===== src/inc/stp_pkg.sv =====
package stp_pkg;
    localparam logic [7:0] ADDR_MOVE = 8'h00;
    localparam logic [7:0] ADDR_MOVE_CFG = 8'h04;
    localparam logic [7:0] ADDR_OVL = 8'h08;
    localparam logic [7:0] ADDR_TEXT = 8'h0c;
    localparam logic [7:0] ADDR_VID = 8'h10;
    localparam logic [7:0] ADDR_BLK = 8'h14;
    localparam logic [7:0] ADDR_CMD = 8'h18;
    localparam logic [7:0] ADDR_GRP_SEL = 8'h1c;
    localparam logic [7:0] ADDR_GRP_VID = 8'h20;
    localparam logic [7:0] ADDR_GRP_HOFS = 8'h24;
    localparam logic [7:0] ADDR_GRP_VOFS = 8'h28;
    localparam logic [7:0] ADDR_GRP_HSTEP = 8'h2c;
    localparam logic [7:0] ADDR_GRP_VSTEP = 8'h30;
    localparam logic [7:0] ADDR_STATUS = 8'h34;

    localparam int DISP_W = 9;
    localparam int HOFS_W = 20;
    localparam int LINE_W = 16;
    localparam int FRAC_W = 8;
    localparam int POS_W = 12;
    localparam int TEXT_LEN = 16;

    localparam logic signed [DISP_W-1:0] DISP_MAX = 9'sd252;
    localparam logic [4:0] PERIOD_MIN = 5'h01;
    localparam logic [4:0] PERIOD_MAX = 5'h10;
    localparam logic [6:0] PCT_MAX = 7'h64;
    localparam logic [1:0] GRP_SIGNAL = 2'h1;
    localparam logic [1:0] GRP_BLACK = 2'h2;

    // Reset values
    localparam logic [4:0] RST_PERIOD = 5'h01;
    localparam logic [2:0] RST_COMP_EN = 3'h7;
    localparam logic [15:0] RST_LFSR = 16'hace1;

    localparam int CLK_MHZ = 100;
    localparam int OVERLAY_A_SHORT_MS = 500;
    localparam int OVERLAY_A_LONG_MS = 1000;
    localparam int OVERLAY_A_SHORT_HALF_CYC = OVERLAY_A_SHORT_MS * CLK_MHZ * 1000 / 2;
    localparam int OVERLAY_A_LONG_HALF_CYC = OVERLAY_A_LONG_MS * CLK_MHZ * 1000 / 2;

    typedef enum logic [1:0] {
        FMT_525_RATE143 = 2'h0,
        FMT_525_RATE270 = 2'h1,
        FMT_625_RATE270 = 2'h2
    } stp_fmt_t;

    typedef enum logic [1:0] {
        SIG_BLACK = 2'h0,
        FLAT_FIELD_40 = 2'h1,
        FLAT_FIELD_50 = 2'h2,
        FLAT_FIELD_100 = 2'h3
    } stp_black_sig_t;

    function automatic logic signed [DISP_W-1:0] clamp_disp(input logic [31:0] w);
        logic signed [31:0] s;
        s = $signed(w);
        if (s > 32'sd252) begin
            clamp_disp = DISP_MAX;
        end else if (s < -32'sd252) begin
            clamp_disp = -DISP_MAX;
        end else begin
            clamp_disp = s[DISP_W-1:0];
        end
    endfunction

    function automatic logic [6:0] clamp_pct(input logic [7:0] v);
        clamp_pct = (v > {1'b0, PCT_MAX}) ? PCT_MAX : v[6:0];
    endfunction
endpackage


===== src/logic/stp_ofs_norm.sv =====
`timescale 1ns/1ns
`default_nettype none
module stp_ofs_norm
    import stp_pkg::*;
(
    input wire logic pclk,
    input wire logic presetn,
    input wire logic [HOFS_W-1:0] h_req,
    input wire logic [LINE_W-1:0] v_req,
    input wire logic [LINE_W-1:0] line_len,
    output logic [HOFS_W-1:0] h_out,
    output logic [LINE_W-1:0] v_out,
    output logic busy
);
    typedef enum logic {NRM_IDLE, NRM_RUN} stp_nrm_t;
    stp_nrm_t state_q;
    logic [HOFS_W-1:0] h_q, h_last_q;
    logic [LINE_W-1:0] v_q, v_last_q, len_last_q;
    logic changed;

    assign changed = (h_req != h_last_q) || (v_req != v_last_q) || (line_len != len_last_q);
    assign busy = (state_q == NRM_RUN);

    // Iterative subtraction avoids a divider; stays busy for h_req/line_len + 1 cycles
    always_ff @(posedge pclk or negedge presetn) begin
        if (!presetn) begin
            state_q <= NRM_IDLE;
            h_q <= '0;
            v_q <= '0;
            h_last_q <= '0;
            v_last_q <= '0;
            len_last_q <= '0;
            h_out <= '0;
            v_out <= '0;
        end else begin
            case (state_q)
                NRM_IDLE: begin
                    if (changed) begin
                        h_last_q <= h_req;
                        v_last_q <= v_req;
                        len_last_q <= line_len;
                        h_q <= h_req;
                        v_q <= v_req;
                        state_q <= NRM_RUN;
                    end
                end
                NRM_RUN: begin
                    if (line_len != '0 && h_q >= HOFS_W'(line_len)) begin
                        h_q <= h_q - HOFS_W'(line_len);
                        v_q <= v_q + 16'h0001;
                    end else begin
                        h_out <= h_q;
                        v_out <= v_q;
                        state_q <= NRM_IDLE;
                    end
                end
                default: state_q <= NRM_IDLE;
            endcase
        end
    end
endmodule
`default_nettype wire


===== src/logic/stp_scroll.sv =====
`timescale 1ns/1ns
`default_nettype none
module stp_scroll
    import stp_pkg::*;
(
    input wire logic pclk,
    input wire logic presetn,
    input wire logic field_start,
    input wire logic signed [DISP_W-1:0] h_disp,
    input wire logic signed [DISP_W-1:0] v_disp,
    input wire logic [4:0] period,
    input wire logic random_en,
    output logic [POS_W-1:0] h_pos,
    output logic [POS_W-1:0] v_pos
);
    logic [4:0] fld_cnt_q;
    logic [15:0] lfsr_q;
    logic signed [DISP_W-1:0] rnd_h, rnd_v;

    // Random steps keep horizontal 4-aligned in -128..124 and vertical in -64..63; both stay inside the legal range
    assign rnd_h = {lfsr_q[7], lfsr_q[7:2], 2'b00};
    assign rnd_v = $signed({lfsr_q[15], lfsr_q[15:8]}) >>> 1;

    always_ff @(posedge pclk or negedge presetn) begin
        if (!presetn) begin
            lfsr_q <= RST_LFSR;
        end else if (field_start) begin
            lfsr_q <= {lfsr_q[14:0], lfsr_q[15] ^ lfsr_q[13] ^ lfsr_q[12] ^ lfsr_q[10]};
        end
    end

    always_ff @(posedge pclk or negedge presetn) begin
        if (!presetn) begin
            fld_cnt_q <= 5'h01;
            h_pos <= '0;
            v_pos <= '0;
        end else if (field_start) begin
            if (fld_cnt_q >= period) begin
                fld_cnt_q <= 5'h01;
                if (random_en) begin
                    h_pos <= h_pos + POS_W'(rnd_h);
                    v_pos <= v_pos + POS_W'(rnd_v);
                end else begin
                    h_pos <= h_pos + POS_W'(h_disp);
                    v_pos <= v_pos + POS_W'(v_disp);
                end
            end else begin
                fld_cnt_q <= fld_cnt_q + 5'h01;
            end
        end
    end
endmodule
`default_nettype wire


===== src/logic/stp_out_ctrl.sv =====
`timescale 1ns/1ns
`default_nettype none
module stp_out_ctrl
    import stp_pkg::*;
#(
    parameter int OVERLAY_A_SHORT_HALF = OVERLAY_A_SHORT_HALF_CYC,
    parameter int OVERLAY_A_LONG_HALF = OVERLAY_A_LONG_HALF_CYC
) (
    input wire logic pclk,
    input wire logic presetn,
    input wire logic psel,
    input wire logic penable,
    input wire logic pwrite,
    input wire logic [7:0] paddr,
    input wire logic [31:0] pwdata,
    output logic [31:0] prdata,
    output logic pready,
    output logic pslverr,
    input wire logic field_start,
    input wire logic black_option_fitted,
    input wire logic [LINE_W-1:0] sig_line_len,
    input wire logic [LINE_W-1:0] blk_line_len,
    input wire logic [3:0] text_rd_idx,
    output logic [POS_W-1:0] scroll_h_pos,
    output logic [POS_W-1:0] scroll_v_pos,
    output logic overlay_a,
    output logic text_show,
    output logic [6:0] text_h_pct,
    output logic [6:0] text_v_pct,
    output logic [7:0] text_char,
    output logic luma_en,
    output logic blue_difference_component_en,
    output logic red_difference_component_en,
    output logic av_sync_measure_mode,
    output logic sig_word_resolution,
    output logic blk_word_resolution,
    output logic sig_edh_en,
    output logic blk_edh_en,
    output logic [1:0] blk_format,
    output logic [1:0] blk_signal_type,
    output logic [HOFS_W-1:0] sig_h_offset,
    output logic [LINE_W-1:0] sig_v_offset,
    output logic [HOFS_W-1:0] blk_h_offset,
    output logic [LINE_W-1:0] blk_v_offset,
    output logic nv_save_logo,
    output logic nv_save_text
);
    logic setup, wr_en;
    logic addr_ok;
    logic [1:0] grp_sel_q;
    logic gi;
    logic [31:0] rd_d;

    logic signed [DISP_W-1:0] h_disp_q, v_disp_q;
    logic [4:0] period_q;
    logic random_q;
    logic overlay_a_en_q, overlay_a_long_q, text_en_q;
    logic [3:0] text_wr_idx_q;
    logic [7:0] text_mem_q [TEXT_LEN];
    logic opt_q;
    logic [31:0] overlay_a_cnt_q;
    logic overlay_a_due_q;

    logic word10_q [2];
    logic edh_q [2];
    logic [HOFS_W-1:0] h_req_q [2];
    logic [LINE_W-1:0] v_req_q [2];
    logic [HOFS_W-1:0] h_step_q [2];
    logic [LINE_W-1:0] v_step_q [2];
    logic [LINE_W-1:0] line_len [2];
    logic [HOFS_W-1:0] h_norm [2];
    logic [LINE_W-1:0] v_norm [2];
    logic norm_busy [2];
    logic [HOFS_W+FRAC_W-1:0] residue;

    assign setup = psel && !penable && !pready;
    assign wr_en = psel && penable && pready && pwrite && addr_ok;
    assign addr_ok = (paddr[1:0] == 2'b00) && (paddr <= ADDR_STATUS);
    assign gi = (grp_sel_q == GRP_BLACK);
    assign line_len[0] = sig_line_len;
    assign line_len[1] = blk_line_len;
    // Fraction of a line turned into clocks of the selected group
    assign residue = (HOFS_W+FRAC_W)'(pwdata[FRAC_W-1:0] * line_len[gi]);

    // Zero-wait slave: setup cycle registers the answer, access cycle shows it
    always_ff @(posedge pclk or negedge presetn) begin
        if (!presetn) begin
            pready <= 1'b0;
            pslverr <= 1'b0;
            prdata <= '0;
        end else begin
            pready <= setup;
            pslverr <= setup && !addr_ok;
            if (setup) begin
                prdata <= (addr_ok && !pwrite) ? rd_d : 32'h0000_0000;
            end
        end
    end

    always_comb begin
        rd_d = 32'h0000_0000;
        case (paddr)
            ADDR_MOVE: rd_d = {7'h00, v_disp_q, 7'h00, h_disp_q};
            ADDR_MOVE_CFG: rd_d = {23'h0, random_q, 3'h0, period_q};
            ADDR_OVL: rd_d = {9'h0, text_v_pct, 1'b0, text_h_pct, 5'h0, text_en_q,
                              overlay_a_long_q, overlay_a_en_q};
            ADDR_TEXT: rd_d = {20'h0, text_wr_idx_q, text_mem_q[text_wr_idx_q]};
            ADDR_VID: rd_d = {28'h0, av_sync_measure_mode, red_difference_component_en,
                              blue_difference_component_en, luma_en};
            ADDR_BLK: rd_d = {23'h0, opt_q, 2'h0, blk_signal_type, 2'h0, blk_format};
            ADDR_GRP_SEL: rd_d = {30'h0, grp_sel_q};
            ADDR_GRP_VID: rd_d = {30'h0, edh_q[gi], word10_q[gi]};
            ADDR_GRP_HOFS: rd_d = {12'h0, h_norm[gi]};
            ADDR_GRP_VOFS: rd_d = {8'h0, v_norm[gi], 8'h00};
            ADDR_GRP_HSTEP: rd_d = {12'h0, h_step_q[gi]};
            ADDR_GRP_VSTEP: rd_d = {16'h0, v_step_q[gi]};
            ADDR_STATUS: rd_d = {29'h0, norm_busy[1], norm_busy[0], overlay_a};
            default: rd_d = 32'h0000_0000;
        endcase
    end

    always_ff @(posedge pclk or negedge presetn) begin
        if (!presetn) begin
            h_disp_q <= '0;
            v_disp_q <= '0;
            period_q <= RST_PERIOD;
            random_q <= 1'b0;
        end else if (wr_en && paddr == ADDR_MOVE) begin
            h_disp_q <= clamp_disp({{23{pwdata[8]}}, pwdata[8:0]}) & 9'h1fc;
            v_disp_q <= clamp_disp({{23{pwdata[24]}}, pwdata[24:16]});
        end else if (wr_en && paddr == ADDR_MOVE_CFG) begin
            if (pwdata[4:0] < PERIOD_MIN) begin
                period_q <= PERIOD_MIN;
            end else if (pwdata[4:0] > PERIOD_MAX) begin
                period_q <= PERIOD_MAX;
            end else begin
                period_q <= pwdata[4:0];
            end
            random_q <= pwdata[8];
        end
    end

    stp_scroll u_scroll (
        .pclk(pclk),
        .presetn(presetn),
        .field_start(field_start),
        .h_disp(h_disp_q),
        .v_disp(v_disp_q),
        .period(period_q),
        .random_en(random_q),
        .h_pos(scroll_h_pos),
        .v_pos(scroll_v_pos)
    );

    always_ff @(posedge pclk or negedge presetn) begin
        if (!presetn) begin
            overlay_a_en_q <= 1'b0;
            overlay_a_long_q <= 1'b0;
            text_en_q <= 1'b0;
            text_h_pct <= '0;
            text_v_pct <= '0;
        end else if (wr_en && paddr == ADDR_OVL) begin
            overlay_a_en_q <= pwdata[0];
            overlay_a_long_q <= pwdata[1];
            text_en_q <= pwdata[2];
            text_h_pct <= clamp_pct(pwdata[15:8]);
            text_v_pct <= clamp_pct(pwdata[23:16]);
        end
    end

    // Half-interval timer; the toggle itself waits for the next field start
    always_ff @(posedge pclk or negedge presetn) begin
        if (!presetn) begin
            overlay_a_cnt_q <= '0;
            overlay_a_due_q <= 1'b0;
            overlay_a <= 1'b1;
        end else if (!overlay_a_en_q) begin
            overlay_a_cnt_q <= '0;
            overlay_a_due_q <= 1'b0;
            overlay_a <= 1'b1;
        end else begin
            if (overlay_a_due_q && field_start) begin
                overlay_a <= !overlay_a;
                overlay_a_due_q <= 1'b0;
            end else if (overlay_a_cnt_q >= 32'(overlay_a_long_q ? OVERLAY_A_LONG_HALF - 1
                                                        : OVERLAY_A_SHORT_HALF - 1)) begin
                overlay_a_due_q <= 1'b1;
            end
            if (overlay_a_due_q || overlay_a_cnt_q >= 32'(overlay_a_long_q ? OVERLAY_A_LONG_HALF - 1
                                                               : OVERLAY_A_SHORT_HALF - 1)) begin
                overlay_a_cnt_q <= '0;
            end else begin
                overlay_a_cnt_q <= overlay_a_cnt_q + 32'h1;
            end
        end
    end

    always_ff @(posedge pclk or negedge presetn) begin
        if (!presetn) begin
            text_show <= 1'b0;
        end else begin
            text_show <= text_en_q && overlay_a;
        end
    end

    // Text store has no reset; contents are software defined
    always_ff @(posedge pclk) begin
        if (wr_en && paddr == ADDR_TEXT) begin
            text_mem_q[pwdata[11:8]] <= pwdata[7:0];
        end
        text_char <= text_mem_q[text_rd_idx];
    end

    always_ff @(posedge pclk or negedge presetn) begin
        if (!presetn) begin
            text_wr_idx_q <= '0;
        end else if (wr_en && paddr == ADDR_TEXT) begin
            text_wr_idx_q <= pwdata[11:8];
        end
    end

    always_ff @(posedge pclk or negedge presetn) begin
        if (!presetn) begin
            {red_difference_component_en, blue_difference_component_en, luma_en} <= RST_COMP_EN;
            av_sync_measure_mode <= 1'b0;
        end else if (wr_en && paddr == ADDR_VID) begin
            luma_en <= pwdata[0];
            blue_difference_component_en <= pwdata[1];
            red_difference_component_en <= pwdata[2];
            av_sync_measure_mode <= pwdata[3];
        end
    end

    always_ff @(posedge pclk or negedge presetn) begin
        if (!presetn) begin
            opt_q <= 1'b0;
            blk_format <= FMT_525_RATE270;
            blk_signal_type <= SIG_BLACK;
        end else begin
            opt_q <= black_option_fitted;
            if (wr_en && paddr == ADDR_BLK && opt_q) begin
                if (pwdata[1:0] != 2'h3) begin
                    blk_format <= pwdata[1:0];
                end
                blk_signal_type <= pwdata[5:4];
            end
        end
    end

    always_ff @(posedge pclk or negedge presetn) begin
        if (!presetn) begin
            nv_save_logo <= 1'b0;
            nv_save_text <= 1'b0;
        end else begin
            nv_save_logo <= wr_en && paddr == ADDR_CMD && pwdata[0];
            nv_save_text <= wr_en && paddr == ADDR_CMD && pwdata[1];
        end
    end

    always_ff @(posedge pclk or negedge presetn) begin
        if (!presetn) begin
            grp_sel_q <= GRP_SIGNAL;
        end else if (wr_en && paddr == ADDR_GRP_SEL &&
                     (pwdata[1:0] == GRP_SIGNAL || pwdata[1:0] == GRP_BLACK)) begin
            grp_sel_q <= pwdata[1:0];
        end
    end

    // Black bank ignores writes while the option is absent
    always_ff @(posedge pclk or negedge presetn) begin
        if (!presetn) begin
            for (int g = 0; g < 2; g++) begin
                word10_q[g] <= 1'b1;
                edh_q[g] <= 1'b0;
                h_req_q[g] <= '0;
                v_req_q[g] <= '0;
                h_step_q[g] <= '0;
                v_step_q[g] <= '0;
            end
        end else if (wr_en && (!gi || opt_q)) begin
            case (paddr)
                ADDR_GRP_VID: begin
                    word10_q[gi] <= pwdata[0];
                    edh_q[gi] <= pwdata[1];
                end
                ADDR_GRP_HOFS: h_req_q[gi] <= pwdata[HOFS_W-1:0];
                ADDR_GRP_VOFS: begin
                    v_req_q[gi] <= pwdata[LINE_W+FRAC_W-1:FRAC_W];
                    h_req_q[gi] <= residue[HOFS_W+FRAC_W-1:FRAC_W];
                end
                ADDR_GRP_HSTEP: h_step_q[gi] <= pwdata[HOFS_W-1:0];
                ADDR_GRP_VSTEP: v_step_q[gi] <= pwdata[LINE_W-1:0];
                ADDR_CMD: begin
                    // Down steps stop at zero rather than wrap
                    if (pwdata[4]) begin
                        h_req_q[gi] <= h_req_q[gi] + h_step_q[gi];
                    end else if (pwdata[5]) begin
                        h_req_q[gi] <= (h_req_q[gi] > h_step_q[gi]) ?
                                       h_req_q[gi] - h_step_q[gi] : '0;
                    end
                    if (pwdata[6]) begin
                        v_req_q[gi] <= v_req_q[gi] + v_step_q[gi];
                    end else if (pwdata[7]) begin
                        v_req_q[gi] <= (v_req_q[gi] > v_step_q[gi]) ?
                                       v_req_q[gi] - v_step_q[gi] : '0;
                    end
                end
                default: ;
            endcase
        end
    end

    for (genvar g = 0; g < 2; g++) begin : g_norm
        stp_ofs_norm u_norm (
            .pclk(pclk),
            .presetn(presetn),
            .h_req(h_req_q[g]),
            .v_req(v_req_q[g]),
            .line_len(line_len[g]),
            .h_out(h_norm[g]),
            .v_out(v_norm[g]),
            .busy(norm_busy[g])
        );
    end

    always_ff @(posedge pclk or negedge presetn) begin
        if (!presetn) begin
            sig_word_resolution <= 1'b1;
            blk_word_resolution <= 1'b1;
            sig_edh_en <= 1'b0;
            blk_edh_en <= 1'b0;
            sig_h_offset <= '0;
            sig_v_offset <= '0;
            blk_h_offset <= '0;
            blk_v_offset <= '0;
        end else begin
            sig_word_resolution <= word10_q[0];
            blk_word_resolution <= word10_q[1];
            sig_edh_en <= edh_q[0];
            blk_edh_en <= edh_q[1];
            sig_h_offset <= h_norm[0];
            sig_v_offset <= v_norm[0];
            blk_h_offset <= h_norm[1];
            blk_v_offset <= v_norm[1];
        end
    end
endmodule
`default_nettype wire


===== config.mk =====
export PLATFORM = sky130hd
export DESIGN_NAME = stp_out_ctrl
export DESIGN_NICKNAME = d
export VERILOG_FILES = /design/src/inc/stp_pkg.sv /design/src/logic/stp_ofs_norm.sv /design/src/logic/stp_scroll.sv /design/src/logic/stp_out_ctrl.sv
export SDC_FILE = /design/constraint.sdc
export NUM_CORES = 2
export LEC_CHECK = 0
export BUFFER_PORTS_ARGS = -buffer_cell sky130_fd_sc_hd__buf_2
export CAP_MARGIN = 20
export CORE_ASPECT_RATIO = 0.7
export CORE_MARGIN = 8
export CORE_UTILIZATION = 61
export DETAILED_ROUTE_END_ITERATION = 6
export PLACE_DENSITY = 0.82
export SLEW_MARGIN = 20
export SYNTH_ARGS = -nofsm -noshare
export SYNTH_HDL_FRONTEND = slang
export SYNTH_SLANG_ARGS = --single-unit

===== constraint.sdc =====
create_clock -name pclk -period 16.6 [get_ports pclk]
set_input_delay 1.66 -clock pclk [delete_from_list [all_inputs] [get_ports pclk]]
set_output_delay 1.66 -clock pclk [all_outputs]
set_load 0.03 [all_outputs]

==> run_results.csv <==
group,metric,value,unit
drt,ant_nets,0,
die,core-area,73000,sq um
synth,synth_area_leaders,"dfrtp_1, edfxtp_1, mux2_2",
sta,slew_viol_final,0,
pwr,leakage,23.0,nW
setup_path,required,17.11,ns
die,fp-row-count,83,
drt,routed_wl,147000,um
worst_hold_path,hp-class,"reg2reg",
sta,clock.fmax,0.141,GHz
sta,fin_setup_tns,0,ns
die,dieArea,82400,sq um
place,port_buffers,234,
clocking,cts.hold.buffers_added,0,
layout,stdcell_area,49500,sq um
synth,synth_cell_types,98,
synth,yosysWarningCount,0,
drt,dr_wl_met2,61600,um
setup_path,critPathLaunchType,"register",
sta,slew_headroom,22.3,%
status,violations,"DRC",
clocking,cts_tree,"done",
synth,synth_edf_count,128,
clocking,cts-htree-levels,3,
pwr,p_total,6.38,mW
synth,synth_top_flop_cell,"dfrtp_1",
drt,via_per_inst,6.57,
layout,synthToLayoutAreaGrowth,10.6,%
clocking,cts_buffers,76,
grt,grt-ovfl-total,0,
drt,top_layer,"met5",
sta,setup_ws,9.50,ns
grt,track_usage,34.8,%
synth,synth-seq-area-share,44.5,%
clocking,cts_sinks,771,
layout,num-nets-final,4894,
sta,finalClockSkew,0.0381,ns
clocking,clock_latency,0.66,ns
grt,grt_pass1_wl,220000,um
die,start_util,61.3,%
job,max_cap_violations,0,
synth,async_flop_share,82.4,%
sta,min_period_over_period,42.8,%
sta,rsz0062_at_grt,"false",
layout,fin_cells,5580,
grt,antenna_found_initial,13,
setup_path,slowest_delay,0.75,ns
clocking,path_clk_slew,0.07,ns
synth,syn_area_per_cell,10.2,sq um
pwr,max-vdd-ir-drop,0.104,mV
drt,drt_first_pass_iters,7,
worst_hold_path,holdPathStages,0,
die,fp.dieW,340,um
synth,synth_top_cell_area_share,34.4,%
synth,yosys.area.top_type,"dfrtp_1",
place,dp_cells,5432,
drt,route.met3.wl,20600,um
place,dpl_cell_area,46800,sq um
clocking,cts-root-buf,"clkbuf_16",
setup_path,critical_path_arrival,7.61,ns
setup_path,rr_worst_depth,19,
drt,drc,1,
grt,first_global_vias,34900,
place,place_worst_setup_slack,8.97,ns
synth,ys_seq_elements,771,
drt,met1_length,58100,um
clocking,post-cts-setup-buffer-count,0,
drt,vias,36700,
sta,min_period,7.10,ns
status,status,"finished, violations left",
clocking,cts_resized,0,
setup_path,critPathKind,"reg2reg",
setup_path,crit_top_cell,"fa_1",
die,io_pins,251,
setup_path,crit_path_end_kind,"register",
die,die_h,243,um
sta,finalHoldViolCount,0,
place,gp_congestion,1.00,
setup_path,cp_cell_sequence,"nand2b_4 > nor2_1 > a21oi_1 > nor2_1 > fa_1 > fa_1 > fa_1 > inv_1 > fa_1 > inv_1 > ha_1 > and3_1 > nand3_1 > a21o_1 > and4b_1 > o31ai_2 > a41oi_1 > a211oi_1 > a21oi_1",
setup_path,critPathMaxFanout,57,
drt,drt_iter0_markers,4946,
layout,drive_gt1_share,17.1,%
place,dp_hpwl,108000,um
synth,syn_area,44800,sq um
grt,grt_start_max_net_pins,155,
pwr,power_density,129,nW/um^2
clocking,cts_buffer_depth,3,
setup_path,slowest_stage,"a21oi_1",
sta,setup_violations,0,
synth,synthCells,4382,
drt,wl_per_cell,26.4,um
sta,tightestPinTransition,1.16,ns
worst max-delay path: cells and delay by family (launching register included):
kind                       cells  cell delay (ns)
adders and majority gates      5             2.48
AOI/OAI and AO/OA              6             2.11
and+or+nand+nor                6             1.60
DFF                            1             0.61
buffers and inverters          2             0.10
per-layer routing:
metal	vias to the layer above	track usage [%]
li1	15700	-
met1	17900	49.1
met2	2504	49.5
met3	465	11.9
met4	6	13.2
met5	-	0
flip-flops by register name (all words and copies together), names as in the netlist, 40 cells and up:
| name | flops |
|---|---|
| g_norm.u_norm.h_last_q | 40 |
| h_step_q | 40 |
| text_mem_q | 128 |
| g_norm.u_norm.h_out | 40 |
| h_req_q | 40 |
| g_norm.u_norm.h_q | 40 |
synth_stat cells (all sizes together) (91+ instances only):
master	n
xnor2	154
edfxtp	128
nand2	593
ha	185
nor2	335
inv	257
o21ai	268
a21oi	229
mux2	226
fa	91
dfrtp	615
clkbuf	180
cell families after synthesis:
kind of cell / after synthesis / share of synthesized area [%]
xor gates and xnor gates: 225 / 4.40
buffers and inverters: 487 / 4.21
AOI/OAI and AO/OA: 876 / 12.5
adders and majority gates: 276 / 9.24
muxes: 395 / 11.7
and+or+nand+nor: 1351 / 13.4
DFF: 771 / 44.5
other: 1 / 0.00838
layout make-up:
type	count	area (sq um)
Fill cell	5332	23500
Multi-Input combinational cell	3137	23100
Sequential cell	771	19900
Clock buffer	106	2250
Timing Repair Buffer	290	1620
Tap cell	977	1220
Inverter	259	972
Clock inverter	33	424
Antenna cell	7	17.5
where the power goes:
| part | switching, mW | internal, mW |
|---|---|---|
| clock | 0.776 | 1.08 |
| combinational | 1.21 | 0.762 |
| sequential | 0.299 | 2.25 |
metrics by stage:
stage / hold slack (ns) / util (%)
detailed placement: 0.379 / 64.1
finish: 0.396 / 67.8
CTS: 0.393 / 67.7
global route: 0.396 / 67.8
global placement: 0.376 / 64.1
floorplan: 0.359 / -
layout by cell type (no fill, tap or decap), types with 32 or more instances in the layout:
master and instances:
a21o_1 42, a21oi_1 228, buf_2 233, buf_4 51, clkbuf_16 80, dfrtp_1 611
edfxtp_1 128, fa_1 91, ha_1 185, inv_1 255, mux2_2 225, mux2i_1 89
mux4_2 80, nand2_1 592, nand2b_1 32, nand3_1 73, nand4_1 49, nor2_1 332
nor2b_1 66, nor3_1 65, o21ai_0 259, o22ai_1 44, xnor2_1 154, xor2_1 71
worst paths after layout:
kind,from,endpoint,slack (ns)
max reg2reg,grp_sel_q[0],h_req_q[15],9.50
min in group asynchronous,presetn,u_scroll.v_pos[8],1.07
max in group asynchronous,presetn,g_norm[0].u_norm.busy,12.60
min reg2reg,g_norm[1].u_norm.h_out[16],blk_h_offset[16],0.40
min,g_norm[1].u_norm.h_out[16],blk_h_offset[16],0.40
max,grp_sel_q[0],h_req_q[15],9.50
Power figures use the tool's default switching activity.
